--- src/common/modem_cfg_pkg.sv ---
// Package of offsets, field layouts and reset values for the modem configuration registers.
`default_nettype none
package modem_cfg_pkg;
  // ****************************************************************
  // Register addresses. The register indices are not all multiples of four,
  // so each one is kept as an index and the byte address is four times it.
  // ****************************************************************
  localparam logic [7:0] IDX_FREQ_DEVIATION_CFG = 8'h0E;
  localparam logic [7:0] IDX_FREQ_TRACK_CFG = 8'h0F;
  localparam logic [7:0] IDX_CHANNEL_FILTER_CFG = 8'h10;
  localparam logic [9:0] ADDR_FREQ_DEVIATION_CFG = {IDX_FREQ_DEVIATION_CFG, 2'b00};
  localparam logic [9:0] ADDR_FREQ_TRACK_CFG = {IDX_FREQ_TRACK_CFG, 2'b00};
  localparam logic [9:0] ADDR_CHANNEL_FILTER_CFG = {IDX_CHANNEL_FILTER_CFG, 2'b00};
  localparam int ADDR_WIDTH = 10;

  // ****************************************************************
  // Field positions.
  // ****************************************************************
  localparam int TX_SHAPING_BIT = 7;
  localparam int TX_DEV_EXP_LSB = 4;
  localparam int TX_DEV_MAN_LSB = 0;
  localparam int SETTLING_LSB = 6;
  localparam int RX_DEV_EXP_LSB = 4;
  localparam int RX_DEV_MAN_LSB = 0;
  localparam int FILTER_BYPASS_BIT = 7;
  localparam int DECIM_SHIFT_LSB = 5;
  localparam int DECIM_DIV_LSB = 0;

  // ****************************************************************
  // Field reset values.
  // ****************************************************************
  localparam logic RST_TX_SHAPING = 1'b1;
  localparam logic [2:0] RST_TX_DEV_EXP = 3'h6;
  localparam logic [3:0] RST_TX_DEV_MAN = 4'h8;
  localparam logic [1:0] RST_SETTLING = 2'h2;
  localparam logic [1:0] RST_RX_DEV_EXP = 2'h1;
  localparam logic [3:0] RST_RX_DEV_MAN = 4'hC;
  localparam logic RST_FILTER_BYPASS = 1'b0;
  localparam logic [1:0] RST_DECIM_SHIFT = 2'h0;
  localparam logic [4:0] RST_DECIM_DIV = 5'h00;

  // ****************************************************************
  // Exponent offsets and other derived constants.
  // ****************************************************************
  localparam int TX_EXP_BIAS_LOW = 16;
  localparam int TX_EXP_BIAS_HIGH = 15;
  localparam int RX_EXP_BIAS = 3;
  localparam int RX_DEV_DIVISOR = 3;
  localparam int BAUD_CLK_DIVISOR = 8;
  localparam logic [3:0] OOK_MANTISSA = 4'h0;
  localparam logic [5:0] AFC_PAIRS_OFF = 6'h00;

  // AFC settling codes.
  typedef enum logic [1:0]
  {
    AFC_OFF = 2'h0,
    AFC_FAST = 2'h1,
    AFC_MEDIUM = 2'h2,
    AFC_SLOW = 2'h3
  } afc_mode_type;
endpackage : modem_cfg_pkg
`default_nettype wire

--- src/hw/modem_baud_divider.sv ---
// Divides the modem clock tick stream down to one baud tick every eight ticks.
`timescale 1ns/10ps
`default_nettype none
module modem_baud_divider
(
  // Clock and reset.
  input wire logic clk,
  input wire logic srst,
  // Modem clock tick in, baud tick out.
  input wire logic modem_tick,
  output logic baud_tick
);
  // ****************************************************************
  // Tick counter
  // ****************************************************************
  logic [2:0] count_reg; // Counts modem ticks within one baud period.

  // The baud tick is one modem tick in eight, so the counter wraps on its own.
  always_ff @(posedge clk)
  begin
    if (srst)
    begin
      count_reg <= 3'h0;
    end
    else if (modem_tick)
    begin
      count_reg <= count_reg + 3'h1;
    end
  end

  // Combinational so the tick lines up with the modem tick that completes it.
  assign baud_tick = modem_tick && (count_reg == 3'(modem_cfg_pkg::BAUD_CLK_DIVISOR - 1));

  // Exactly one baud tick for every eight modem ticks.
  AST_BAUD_EIGHT: assert property (@(posedge clk) disable iff (srst)
    baud_tick |=> (!baud_tick until_with (modem_tick && count_reg == 3'h6)))
    else $error("Baud tick spacing is not eight modem ticks.");
endmodule : modem_baud_divider
`default_nettype wire

--- src/hw/modem_deviation_afc_filter_regs.sv ---
// Configuration registers for transmit deviation, frequency tracking and channel filter.
//
// Behaviour
// - Shaping bit enables Gaussian transmit shaping.
// - Low band deviation uses exponent minus sixteen.
// - High band deviation uses exponent minus fifteen.
// - Zero transmit mantissa selects on-off keying.
// - Settling field selects tracking off or averaging.
// - Expected receive deviation from baud, mantissa, exponent.
// - Bypass bit skips analog image filter.
// - Decimator input shifted by programmed extra bits.
// - Decimation clock divided by code plus one.
// - Baud rate is modem clock over eight.
`timescale 1ns/10ps
`default_nettype none
module modem_deviation_afc_filter_regs
(
  // Clock and reset.
  input wire logic clk,
  input wire logic srst,
  // Avalon-MM slave.
  input wire logic [9:0] avs_address,
  input wire logic avs_read,
  input wire logic avs_write,
  input wire logic [31:0] avs_writedata,
  input wire logic [3:0] avs_byteenable,
  output logic [31:0] avs_readdata,
  output logic avs_waitrequest,
  output logic [1:0] avs_response,
  // Modem timing ticks, same clock domain.
  input wire logic modem_tick,
  input wire logic decim_tick,
  // Band select: high for the upper band.
  input wire logic high_band,
  // Transmit controls.
  output logic tx_shaping_en,
  output logic ook_mode,
  output logic [2:0] tx_dev_exponent,
  output logic [3:0] tx_dev_mantissa,
  output logic [4:0] tx_dev_shift,
  // Frequency tracking controls.
  output logic afc_enable,
  output logic [5:0] afc_avg_pairs,
  output logic [1:0] rx_dev_exponent,
  output logic [3:0] rx_dev_mantissa,
  output logic baud_tick,
  // Channel filter controls.
  output logic filter_bypass,
  output logic [1:0] decim_input_shift,
  output logic [4:0] decim_clock_divisor,
  output logic [5:0] decim_divide_by,
  output logic decim_clk_en
);
  // ****************************************************************
  // Bus decode
  // ****************************************************************
  logic access_pending_reg; // High in the cycle the answer is given.
  logic hit_dev; // Address selects the deviation register.
  logic hit_track; // Address selects the tracking register.
  logic hit_filter; // Address selects the filter register.
  logic hit_any; // Address selects any mapped register.
  logic wr_lane0; // Write strobe with the low byte lane enabled.

  assign hit_dev = (avs_address == modem_cfg_pkg::ADDR_FREQ_DEVIATION_CFG);
  assign hit_track = (avs_address == modem_cfg_pkg::ADDR_FREQ_TRACK_CFG);
  assign hit_filter = (avs_address == modem_cfg_pkg::ADDR_CHANNEL_FILTER_CFG);
  assign hit_any = hit_dev || hit_track || hit_filter;
  // A write only takes effect in the answer cycle, so it lands exactly once.
  assign wr_lane0 = avs_write && access_pending_reg && avs_byteenable[0];

  // One wait state: every request is answered on its second cycle.
  always_ff @(posedge clk)
  begin
    if (srst)
    begin
      access_pending_reg <= 1'b0;
    end
    else if ((avs_read || avs_write) && !access_pending_reg)
    begin
      access_pending_reg <= 1'b1;
    end
    else
    begin
      access_pending_reg <= 1'b0;
    end
  end

  // Waitrequest is combinational so it drops in the answer cycle.
  assign avs_waitrequest = (avs_read || avs_write) && !access_pending_reg;

  // ****************************************************************
  // Deviation register
  // ****************************************************************
  logic [7:0] dev_reg; // Shaping, exponent and mantissa of transmit deviation.

  // Loads defaults on reset and holds until the next write.
  always_ff @(posedge clk)
  begin
    if (srst)
    begin
      dev_reg <= {modem_cfg_pkg::RST_TX_SHAPING, modem_cfg_pkg::RST_TX_DEV_EXP,
                  modem_cfg_pkg::RST_TX_DEV_MAN};
    end
    else if (wr_lane0 && hit_dev)
    begin
      dev_reg <= avs_writedata[7:0];
    end
  end

  // ****************************************************************
  // Tracking register
  // ****************************************************************
  logic [7:0] track_reg; // Settling mode and expected receive deviation.

  // Loads defaults on reset and holds until the next write.
  always_ff @(posedge clk)
  begin
    if (srst)
    begin
      track_reg <= {modem_cfg_pkg::RST_SETTLING, modem_cfg_pkg::RST_RX_DEV_EXP,
                    modem_cfg_pkg::RST_RX_DEV_MAN};
    end
    else if (wr_lane0 && hit_track)
    begin
      track_reg <= avs_writedata[7:0];
    end
  end

  // ****************************************************************
  // Filter register
  // ****************************************************************
  logic [7:0] filt_reg; // Bypass, decimator shift and divisor code.

  // Loads defaults on reset and holds until the next write.
  always_ff @(posedge clk)
  begin
    if (srst)
    begin
      filt_reg <= {modem_cfg_pkg::RST_FILTER_BYPASS, modem_cfg_pkg::RST_DECIM_SHIFT,
                   modem_cfg_pkg::RST_DECIM_DIV};
    end
    else if (wr_lane0 && hit_filter)
    begin
      filt_reg <= avs_writedata[7:0];
    end
  end

  // ****************************************************************
  // Read path
  // ****************************************************************
  // Read data is registered so it stands at the answer edge; unmapped reads give zero.
  always_ff @(posedge clk)
  begin
    if (srst)
    begin
      avs_readdata <= 32'h00000000;
    end
    else if (avs_read && !access_pending_reg)
    begin
      if (hit_dev)
      begin
        avs_readdata <= {24'h000000, dev_reg};
      end
      else if (hit_track)
      begin
        avs_readdata <= {24'h000000, track_reg};
      end
      else if (hit_filter)
      begin
        avs_readdata <= {24'h000000, filt_reg};
      end
      else
      begin
        avs_readdata <= 32'h00000000;
      end
    end
  end

  // Unmapped addresses answer with a slave error, mapped ones with okay.
  assign avs_response = (access_pending_reg && !hit_any) ? 2'h2 : 2'h0;

  // ****************************************************************
  // Transmit field outputs
  // ****************************************************************
  logic [4:0] shift_low; // Exponent minus sixteen, as a right shift.

  assign tx_shaping_en = dev_reg[modem_cfg_pkg::TX_SHAPING_BIT];
  assign tx_dev_exponent = dev_reg[modem_cfg_pkg::TX_DEV_EXP_LSB +: 3];
  assign tx_dev_mantissa = dev_reg[modem_cfg_pkg::TX_DEV_MAN_LSB +: 4];
  // Zero mantissa turns both paths over to on-off keying.
  assign ook_mode = (tx_dev_mantissa == modem_cfg_pkg::OOK_MANTISSA);
  // Deviation is reference times mantissa shifted right by this amount.
  assign shift_low = 5'(modem_cfg_pkg::TX_EXP_BIAS_LOW) - {2'b00, tx_dev_exponent};
  // The upper band shifts one place less, doubling the deviation.
  assign tx_dev_shift = high_band
    ? 5'(modem_cfg_pkg::TX_EXP_BIAS_HIGH) - {2'b00, tx_dev_exponent}
    : shift_low;

  // ****************************************************************
  // Frequency tracking outputs
  // ****************************************************************
  modem_cfg_pkg::afc_mode_type afc_mode; // Decoded settling mode.

  assign afc_mode = modem_cfg_pkg::afc_mode_type'(track_reg[modem_cfg_pkg::SETTLING_LSB +: 2]);
  assign rx_dev_exponent = track_reg[modem_cfg_pkg::RX_DEV_EXP_LSB +: 2];
  assign rx_dev_mantissa = track_reg[modem_cfg_pkg::RX_DEV_MAN_LSB +: 4];

  // Off means the demodulator uses zero average frequency.
  always_comb
  begin
    afc_enable = 1'b1;
    afc_avg_pairs = modem_cfg_pkg::AFC_PAIRS_OFF;
    case (afc_mode)
      modem_cfg_pkg::AFC_OFF:
      begin
        afc_enable = 1'b0;
      end
      modem_cfg_pkg::AFC_FAST:
      begin
        afc_avg_pairs = 6'h01;
      end
      modem_cfg_pkg::AFC_MEDIUM:
      begin
        afc_avg_pairs = 6'h02;
      end
      modem_cfg_pkg::AFC_SLOW:
      begin
        afc_avg_pairs = 6'h04;
      end
      default:
      begin
        afc_enable = 1'b0;
      end
    endcase
  end

  // The receive deviation formula is scaled by this baud tick.
  modem_baud_divider i_modem_baud_divider
  (
    .clk(clk),
    .srst(srst),
    .modem_tick(modem_tick),
    .baud_tick(baud_tick)
  );

  // ****************************************************************
  // Channel filter outputs
  // ****************************************************************
  logic [4:0] decim_count_reg; // Counts decimator ticks within one divided period.

  assign filter_bypass = filt_reg[modem_cfg_pkg::FILTER_BYPASS_BIT];
  assign decim_input_shift = filt_reg[modem_cfg_pkg::DECIM_SHIFT_LSB +: 2];
  assign decim_clock_divisor = filt_reg[modem_cfg_pkg::DECIM_DIV_LSB +: 5];
  assign decim_divide_by = {1'b0, decim_clock_divisor} + 6'h01;

  // Divides the decimator tick by code plus one; a new code is compared from the next decimator tick, mid-period.
  always_ff @(posedge clk)
  begin
    if (srst)
    begin
      decim_count_reg <= 5'h00;
    end
    else if (decim_tick)
    begin
      if (decim_count_reg >= decim_clock_divisor)
      begin
        decim_count_reg <= 5'h00;
      end
      else
      begin
        decim_count_reg <= decim_count_reg + 5'h01;
      end
    end
  end

  assign decim_clk_en = decim_tick && (decim_count_reg >= decim_clock_divisor);

  // ****************************************************************
  // Checks
  // ****************************************************************
  AST_WRITE_DEV: assert property (@(posedge clk) disable iff (srst)
    (wr_lane0 && hit_dev) |=> (dev_reg == $past(avs_writedata[7:0])))
    else $error("Deviation register did not take the write.");

  AST_HOLD_TRACK: assert property (@(posedge clk) disable iff (srst)
    !(wr_lane0 && hit_track) |=> $stable(track_reg))
    else $error("Tracking register changed without a write.");

  AST_READBACK: assert property (@(posedge clk) disable iff (srst)
    (avs_read && !access_pending_reg && hit_filter) |=> (avs_readdata[7:0] == $past(filt_reg)))
    else $error("Filter register read back wrong.");

  AST_OOK: assert property (@(posedge clk) disable iff (srst)
    ook_mode == (dev_reg[3:0] == 4'h0))
    else $error("On-off keying does not follow the mantissa.");

  AST_SHAPING: assert property (@(posedge clk) disable iff (srst)
    (wr_lane0 && hit_dev) |=> (tx_shaping_en == $past(avs_writedata[7])))
    else $error("Shaping enable does not follow the written bit.");

  AST_BAND_SHIFT: assert property (@(posedge clk) disable iff (srst)
    high_band |-> (tx_dev_shift + 5'h01 == shift_low))
    else $error("Upper band shift is not one below the lower band.");

  AST_LOW_SHIFT: assert property (@(posedge clk) disable iff (srst)
    !high_band |-> (tx_dev_shift == 5'h10 - {2'b00, dev_reg[6:4]}))
    else $error("Lower band shift wrong.");

  AST_AFC_OFF: assert property (@(posedge clk) disable iff (srst)
    (track_reg[7:6] == 2'h0) |-> (!afc_enable && afc_avg_pairs == 6'h00))
    else $error("Tracking not disabled by code zero.");

  AST_AFC_PAIRS: assert property (@(posedge clk) disable iff (srst)
    (track_reg[7:6] == 2'h3) |-> (afc_enable && afc_avg_pairs == 6'h04))
    else $error("Slow settling does not average over four pairs.");

  AST_BYPASS: assert property (@(posedge clk) disable iff (srst)
    (wr_lane0 && hit_filter) |=> (filter_bypass == $past(avs_writedata[7])
      && decim_input_shift == $past(avs_writedata[6:5])))
    else $error("Filter bypass or shift did not follow the write.");

  // With divisor code one every second decimator tick passes, whatever the count held before.
  AST_DECIM_DIV: assert property (@(posedge clk) disable iff (srst)
    (decim_tick && decim_clock_divisor == 5'h01) |-> (decim_clk_en == (decim_count_reg != 5'h00)))
    else $error("Decimation divide by two not kept.");

  AST_WAIT_ONE: assert property (@(posedge clk) disable iff (srst)
    ((avs_read || avs_write) && avs_waitrequest) |=> !avs_waitrequest)
    else $error("Request not answered after one wait state.");
endmodule : modem_deviation_afc_filter_regs
`default_nettype wire

--- config.mk ---
export PLATFORM = sky130hd
export DESIGN_NAME = modem_deviation_afc_filter_regs
export DESIGN_NICKNAME = d
export VERILOG_FILES = /design/src/common/modem_cfg_pkg.sv /design/src/hw/modem_baud_divider.sv /design/src/hw/modem_deviation_afc_filter_regs.sv
export SDC_FILE = /design/constraint.sdc
export NUM_CORES = 1
export LEC_CHECK = 0
export BUFFER_PORTS_ARGS = -buffer_cell sky130_fd_sc_hd__buf_2
export CAP_MARGIN = 5
export CORE_ASPECT_RATIO = 0.5
export CORE_UTILIZATION = 40
export DETAILED_ROUTE_END_ITERATION = 12
export HOLD_SLACK_MARGIN = 0.06
export PLACE_DENSITY = 0.76
export SLEW_MARGIN = 40
export SYNTH_ARGS = -nofsm -noshare
export SYNTH_HDL_FRONTEND = slang
export SYNTH_SLANG_ARGS = --single-unit
--- constraint.sdc ---
create_clock -name clk -period 1.75 [get_ports clk]
set_clock_uncertainty 0.1 [all_clocks]
set_input_delay 0.175 -clock clk [delete_from_list [all_inputs] [get_ports clk]]
set_output_delay 0.175 -clock clk [all_outputs]
set_load 0.01 [all_outputs]
==> load_flow_metrics.sql, run 1 <==
INSERT INTO impl_metrics (metric_group, metric, value, unit) VALUES
('synthesis', 'ys_seq_area_frac', '0.349', ''),
('status', 'run_status', 'finished, final reports clean', ''),
('sta', 'final-max-slew-violation-count', '0', ''),
('critical_path', 'worst_ep_required_time', '1.47', 'ns'),
('layout', 'fillerInstances', '475', ''),
('sta', 'finalHoldViolCount', '0', ''),
('synthesis', 'ys.flop_type', 'sky130_fd_sc_hd__dfxtp_1', ''),
('critical_path', 'r2r_slack', '0.06', 'ns'),
('clock_tree', 'htree_levels', '2', ''),
('routing', 'drc', '0', ''),
('layout', 'finalNetCount', '407', ''),
('sta', 'min_period_over_period', '0.974', ''),
('sta', 'setup_slack', '0.0446', 'ns'),
('clock_tree', 'cts_inserted_buffers', '5', ''),
('grt', 'global_route_total_usage_across_every_layer', '0.173', ''),
('pwr', 'vdd_ir_drop_max', '0.000409', 'V'),
('routing', 'drt-vias-per-instance', '4.97', ''),
('grt', 'grt_pass1_vias', '1897', ''),
('pwr', 'power.static_leakage', '1.45', 'nW'),
('synthesis', 'post_synthesis_instance_area', '2350', 'sq um'),
('routing', 'via_count', '2069', ''),
('die', 'fp.dieArea', '6210', 'sq um'),
('layout', 'stdcell_count', '416', ''),
('hold_path', 'hold_path_class', 'in2reg', ''),
('placement', 'global_placement_routability_congestion', '0.779', ''),
('placement', 'post-place-cells', '402', ''),
('die', 'die_w', '110', 'um'),
('synthesis', 'ys_async_sr_fraction', '0', ''),
('critical_path', 'rr_endpoint', 'decim_count_reg[0]', ''),
('sta', 'grt_setup_unrepaired', 'false', ''),
('synthesis', 'synth_simple_gate_area_share', '0.232', ''),
('clock_tree', 'clock_tree_from_tritoncts', 'built', ''),
('clock_tree', 'clockBufferDepth', '2', ''),
('critical_path', 'critPathMaxStageDelay', '0.42', 'ns'),
('clock_tree', 'cts.clk_slew.worst_paths', '0.05', 'ns'),
('synthesis', 'postSynthAreaPerCell', '9.12', 'sq um'),
('critical_path', 'cp.arrival', '1.43', 'ns'),
('routing', 'avgRoutedWirePerCell', '13.4', 'um'),
('synthesis', 'combinational_family_with_the_most_area_after_synthesis', 'simple AND/OR/NAND/NOR gates', ''),
('critical_path', 'worst_path_cell_trace', 'inv_1, ha_4, mux2_4, buf_6', ''),
('layout', 'antenna_cells', '0', ''),
('sta', 'fin_setup_tns', '0', 'ns'),
('routing', 'totalWireLength', '5570', 'um'),
('critical_path', 'worstReg2RegStart', 'filt_reg[4]', ''),
('sta', 'actual_slew_at_the_worst_max_slew_pin', '0.586', 'ns'),
('hold_path', 'worst_hold_path_startpoint', 'avs_writedata[4]', ''),
('synthesis', 'synth_cell_types', '39', ''),
('layout', 'layout-area-overhead-vs-synth', '30.4', '%'),
('critical_path', 'timing.critical_path.to_type', 'primary output', ''),
('die', 'top_level_i_o_count', '131', ''),
('synthesis', 'synth.mux.area_fraction', '0.0819', ''),
('synthesis', 'synth-xor-area-share', '0.0298', ''),
('grt', 'grt_antenna_before_repair', '0', ''),
('critical_path', 'slowest_stage', 'sky130_fd_sc_hd__dfxtp_1', ''),
('placement', 'placed_cell_area', '2730', 'sq um'),
('clock_tree', 'cts.root.buffer_cell', 'sky130_fd_sc_hd__clkbuf_16', ''),
('grt', 'grt_overflow', '0', ''),
('hold_path', 'sink_of_the_worst_hold_path', 'track_reg[4]', ''),
('die', 'die_height', '56.2', 'um'),
('die', 'fp.coreArea', '5590', 'sq um'),
('critical_path', 'setup.worst_path.class', 'reg2out', ''),
('sta', 'fmax', '586', 'MHz'),
('layout', 'postLayoutCoreUtil', '0.549', ''),
('placement', 'port-buffer-count', '75', ''),
('synthesis', 'synth.ff_latch_count', '41', ''),
('routing', 'detail_route.first_pass.iterations', '6', ''),
('routing', 'postRouteAntennaNets', '0', ''),
('clock_tree', 'cts.sink_count', '41', ''),
('layout', 'drive_above_1_share', '0.362', ''),
('pwr', 'power_density', '659', 'nW/um^2'),
('run', 'max_cap_viol_count', '0', '');
## cells in the final DEF, fill, tap and decap left out, drive strengths merged, types with 5 or more instances in the layout
master | netlist | routed
a21oi | 7 | 7
a22o | 8 | 8
buf | 39 | 93
clkbuf | 7 | 7
conb | 1 | 28
dfxtp | 41 | 41
ha | 11 | 11
inv | 10 | 10
mux2i | 17 | 17
nand2 | 6 | 6
nand3 | 5 | 5
nand3b | 13 | 13
nor2 | 19 | 19
nor3 | 18 | 18
o21ai | 6 | 6
o2bb2ai | 9 | 9
xor2 | 5 | 5
## kinds of logic after synthesis
group / after synthesis
simple gates: 89
compound gates: 33
buf+inv: 56
mux: 19
xor+xnor: 8
flops: 41
other cells: 1
fa+ha+maj: 11
## worst max-delay path: cells and delay by family (launching register included)
kind	cells	cell delay, ns
fa+ha+maj	1	0.22
buf+inv	2	0.24
flops	1	0.42
mux	1	0.27
## area by class of cell
cell class,instances,area (sq um),share of cell area
inverters,10,37.5,0.0122
repair buffers,97,563,0.184
well taps,73,91.3,0.0298
clock buffers,7,143,0.0465
flip-flops and latches,41,826,0.269
multi-input cells,188,1410,0.459
## repair_timing
action	4_1_cts	5_1_grt
pin swaps	4	2
gates resized for setup	13	10
endpoints found under the setup margin	2	3
setup buffers	2	1
hold buffers	4	0
endpoints found under the hold margin	5	0
## cells in the mapped netlist, drive strengths merged (2+ instances only)
| library cell | n | share of area |
|---|---|---|
| nor4b | 2 | 0.010 |
| nor4 | 2 | 0.012 |
| nand2 | 6 | 0.0096 |
| mux2 | 2 | 0.0096 |
| ha | 11 | 0.058 |
| buf | 39 | 0.12 |
| xor2 | 5 | 0.019 |
| xnor2 | 3 | 0.011 |
| nand4b | 3 | 0.011 |
| nand4 | 4 | 0.011 |
| nand3b | 13 | 0.041 |
| and2 | 2 | 0.0053 |
| mux2i | 17 | 0.072 |
| nor2 | 19 | 0.030 |
| nor3 | 18 | 0.038 |
| or4 | 2 | 0.0080 |
| o2bb2ai | 9 | 0.033 |
| clkbuf | 7 | 0.011 |
| inv | 10 | 0.016 |
| dfxtp | 41 | 0.35 |
| nand2b | 3 | 0.0080 |
| o21ai | 6 | 0.013 |
| nor2b | 4 | 0.011 |
| a21oi | 7 | 0.015 |
| nand3 | 5 | 0.011 |
| a22o | 8 | 0.030 |
| and4b | 2 | 0.0085 |
## where the power goes
group	internal, mW	switching, mW
registers	0.941	0.00576
logic	0.0721	0.109
clock network	0.559	0.335
total	1.57	0.450
## metrics by stage
step,total power [mW],hold WS [ns]
2_1_floorplan,1.12,0.202
3_3_place_gp,1.13,0.322
3_5_place_dp,1.13,0.332
4_1_cts,2.03,0.0732
5_1_grt,2.10,0.101
6_report,2.02,0.0730
## worst max-delay path by stage
| stage | end | depth (start not counted) | startpoint | slack (ns) |
|---|---|---|---|---|
| 2_1_floorplan | decim_count_reg[1] | 6 | filt_reg[2] | 0.04 |
| 3_3_place_gp | decim_clk_en | 6 | decim_count_reg[0] | 0.09 |
| 3_5_place_dp | decim_count_reg[0] | 6 | filt_reg[4] | 0.06 |
| 4_1_cts | decim_clk_en | 6 | decim_count_reg[0] | 0.004 |
| 5_1_grt | decim_clk_en | 6 | filt_reg[3] | 0.003 |
| 6_report | tx_dev_shift[2] | 4 | dev_reg[6] | 0.04 |
## layer usage
metal	vias to the layer above	track usage	share of wire
met5	-	0	0
met4	0	0.0648	0.018
met3	14	0.0403	0.052
met2	62	0.308	0.51
met1	967	0.205	0.42
li1	1026	-	-
Power figures use the tool's default switching activity.
==> run 2: changes to the inputs <==
Settings changed: RECOVER_POWER from default to 25.
==> run 2 against run 1 <==
Sequential power about the same. Combinational power about the same. Global-route usage unchanged. Largest cell class unchanged. Non-clock buffer count unchanged. First-iteration DRC count down 9.3%. Highest routed layer unchanged. Sequential share of layout area up 0.22 points.
==> load_flow_metrics.sql, run 2 (same netlist as run 1, synthesis figures left out) <==
INSERT INTO impl_metrics (metric_group, metric, value, unit) VALUES
('status', 'run_status', 'finished, final reports clean', ''),
('layout', 'multi_input_area', '1410', 'sq um'),
('layout', 'layout-area-overhead-vs-synth', '29.3', '%'),
('clock_tree', 'clockBufferDepth', '2', ''),
('routing', 'totalWireLength', '5570', 'um'),
('die', 'placementRows', '19', ''),
('pwr', 'cell_internal_pwr', '1.57', 'mW'),
('routing', 'detail_route.first_pass.iterations', '6', ''),
('routing', 'wl_met3', '238', 'um'),
('die', 'die_height', '56.2', 'um'),
('sta', 'finalHoldViolCount', '0', ''),
('routing', 'detail_route.iter0.violations', '78', ''),
('sta', 'final-max-slew-violation-count', '0', ''),
('grt', 'grt_max_degree', '29', ''),
('routing', 'routedLengthMet1', '2390', 'um'),
('grt', 'grt_first_pass_wirelength', '8700', 'um'),
('routing', 'via_count', '2061', ''),
('die', 'top_level_i_o_count', '131', ''),
('placement', 'dp_hpwl', '4020', 'um'),
('layout', 'finalNetCount', '407', ''),
('pwr', 'vdd_ir_drop_max', '0.000415', 'V'),
('die', 'fp.dieArea', '6210', 'sq um'),
('placement', 'global_placement_routability_congestion', '0.779', ''),
('routing', 'avgRoutedWirePerCell', '13.4', 'um'),
('critical_path', 'worstSetupStartpointType', 'register', ''),
('layout', 'area.sequential', '826', 'sq um'),
('critical_path', 'critPathMaxFanout', '2', ''),
('grt', 'grt_overflow', '0', ''),
('pwr', 'netSwitchingPower', '0.454', 'mW'),
('clock_tree', 'cts.clk_slew.worst_paths', '0.05', 'ns'),
('pwr', 'power.static_leakage', '1.38', 'nW'),
('sta', 'fin_setup_tns', '0', 'ns'),
('sta', 'setup_viol_count_final', '0', ''),
('pwr', 'power_density', '666', 'nW/um^2'),
('routing', 'top_layer_used', 'met4', ''),
('clock_tree', 'htree_levels', '2', ''),
('layout', 'fillerInstances', '488', ''),
('layout', 'drive_above_1_share', '0.303', ''),
('routing', 'drt-vias-per-instance', '4.95', ''),
('hold_path', 'hold_path_class', 'in2reg', ''),
('clock_tree', 'clock_tree_from_tritoncts', 'built', ''),
('die', 'initial_utilization', '0.421', ''),
('sta', 'hold_slack', '0.0709', 'ns'),
('sta', 'actual_slew_at_the_worst_max_slew_pin', '0.589', 'ns'),
('layout', 'layout.cells.most_common_list', '53 x sky130_fd_sc_hd__buf_2, 37 x sky130_fd_sc_hd__dfxtp_1, 28 x sky130_fd_sc_hd__conb_1', ''),
('pwr', 'power_frac_seq', '0.467', ''),
('critical_path', 'timing.critical_path.to_type', 'primary output', ''),
('die', 'die_w', '110', 'um'),
('grt', 'grt_pass1_vias', '1897', ''),
('sta', 'min_period_over_period', '0.974', ''),
('routing', 'postRouteAntennaNets', '0', ''),
('clock_tree', 'cts.root.buffer_cell', 'sky130_fd_sc_hd__clkbuf_16', ''),
('die', 'fp.coreArea', '5590', 'sq um'),
('pwr', 'p_comb_frac', '0.089', ''),
('critical_path', 'worst_ep_required_time', '1.47', 'ns'),
('clock_tree', 'cts_inserted_buffers', '5', ''),
('grt', 'global_route_total_usage_across_every_layer', '0.173', ''),
('routing', 'dr_wl_met2', '2840', 'um'),
('layout', 'layout.cells.most_common', 'sky130_fd_sc_hd__buf_2', ''),
('sta', 'fmax', '587', 'MHz'),
('sta', 'grt_setup_unrepaired', 'false', ''),
('routing', 'drc', '0', ''),
('layout', 'antenna_cells', '0', ''),
('critical_path', 'cp.arrival', '1.43', 'ns'),
('clock_tree', 'clk_latency', '0.28', 'ns'),
('sta', 'maxSlewHeadroom', '0.607', ''),
('run', 'max_cap_viol_count', '0', ''),
('sta', 'period_needed', '1.70', 'ns'),
('grt', 'grt_antenna_before_repair', '0', ''),
('clock_tree', 'cts.sink_count', '41', ''),
('critical_path', 'setup.worst_path.class', 'reg2out', ''),
('pwr', 'share_clk_of_total_power', '0.444', ''),
('pwr', 'swShare', '0.224', ''),
('placement', 'port-buffer-count', '75', '');
-- run 2: repair_timing --
action / CTS / global route
endpoints found under the setup margin: 2 / 3
hold buffers: 4 / 0
setup buffers: 2 / 1
endpoints found under the hold margin: 5 / 0
resized for setup: 13 / 10
pin swaps: 4 / 2
-- run 2: per-layer routing --
metal | GRT usage | vias up
li1 | - | 1025
met3 | 0.0403 | 12
met2 | 0.308 | 62
met4 | 0.0648 | 0
met1 | 0.205 | 962
met5 | 0 | -
-- run 2: through the flow --
stage          std cells   util  worst slack, ns  total power, mW  cell area (sq um)
2_1_floorplan        285      -           0.0368             1.12               2460
3_3_place_gp         402  0.488           0.0876             1.13               2730
3_5_place_dp         402  0.488           0.0586             1.13               2730
4_1_cts              415  0.537          0.00395             2.03               3000
5_1_grt              416  0.545          0.00346             2.10               3040
6_report             416  0.545           0.0455             2.03               3040
-- run 2: final timing paths --
| check | from | endpoint | slack (ns) | cells past startpoint |
|---|---|---|---|---|
| worst max-delay path | dev_reg[4] | tx_dev_shift[2] | 0.05 | 5 |
| worst min-delay path | avs_writedata[4] | track_reg[4] | 0.07 | 3 |
| worst max register to register | filt_reg[4] | decim_count_reg[0] | 0.07 | 6 |
| worst min register to register | avs_readdata[6] | avs_readdata[6] | 0.38 | 1 |
-- run 2: cell type report --
class                           instances  share of cell area
Clock buffer                            7              0.0469
Inverter                               10              0.0123
Timing Repair Buffer                   97               0.177
Sequential cell                        41               0.271
Multi-Input combinational cell        188               0.463
Tap cell                               73              0.0300
-- run 2: power groups by stage --
stage	clock, mW	combinational, mW	sequential [mW]
3_3_place_gp	0	0.160	0.966
5_1_grt	0.951	0.199	0.947
3_5_place_dp	0	0.165	0.966
2_1_floorplan	0	0.150	0.965
4_1_cts	0.907	0.179	0.946
6_report	0.899	0.181	0.946
-- run 2: critical path, stage by stage, from the launching register on --
cell and delay, ns:
sky130_fd_sc_hd__dfxtp_2 0.33, sky130_fd_sc_hd__inv_2 0.05, sky130_fd_sc_hd__ha_4 0.16, sky130_fd_sc_hd__ha_4 0.22, sky130_fd_sc_hd__mux2_4 0.27, sky130_fd_sc_hd__buf_6 0.12
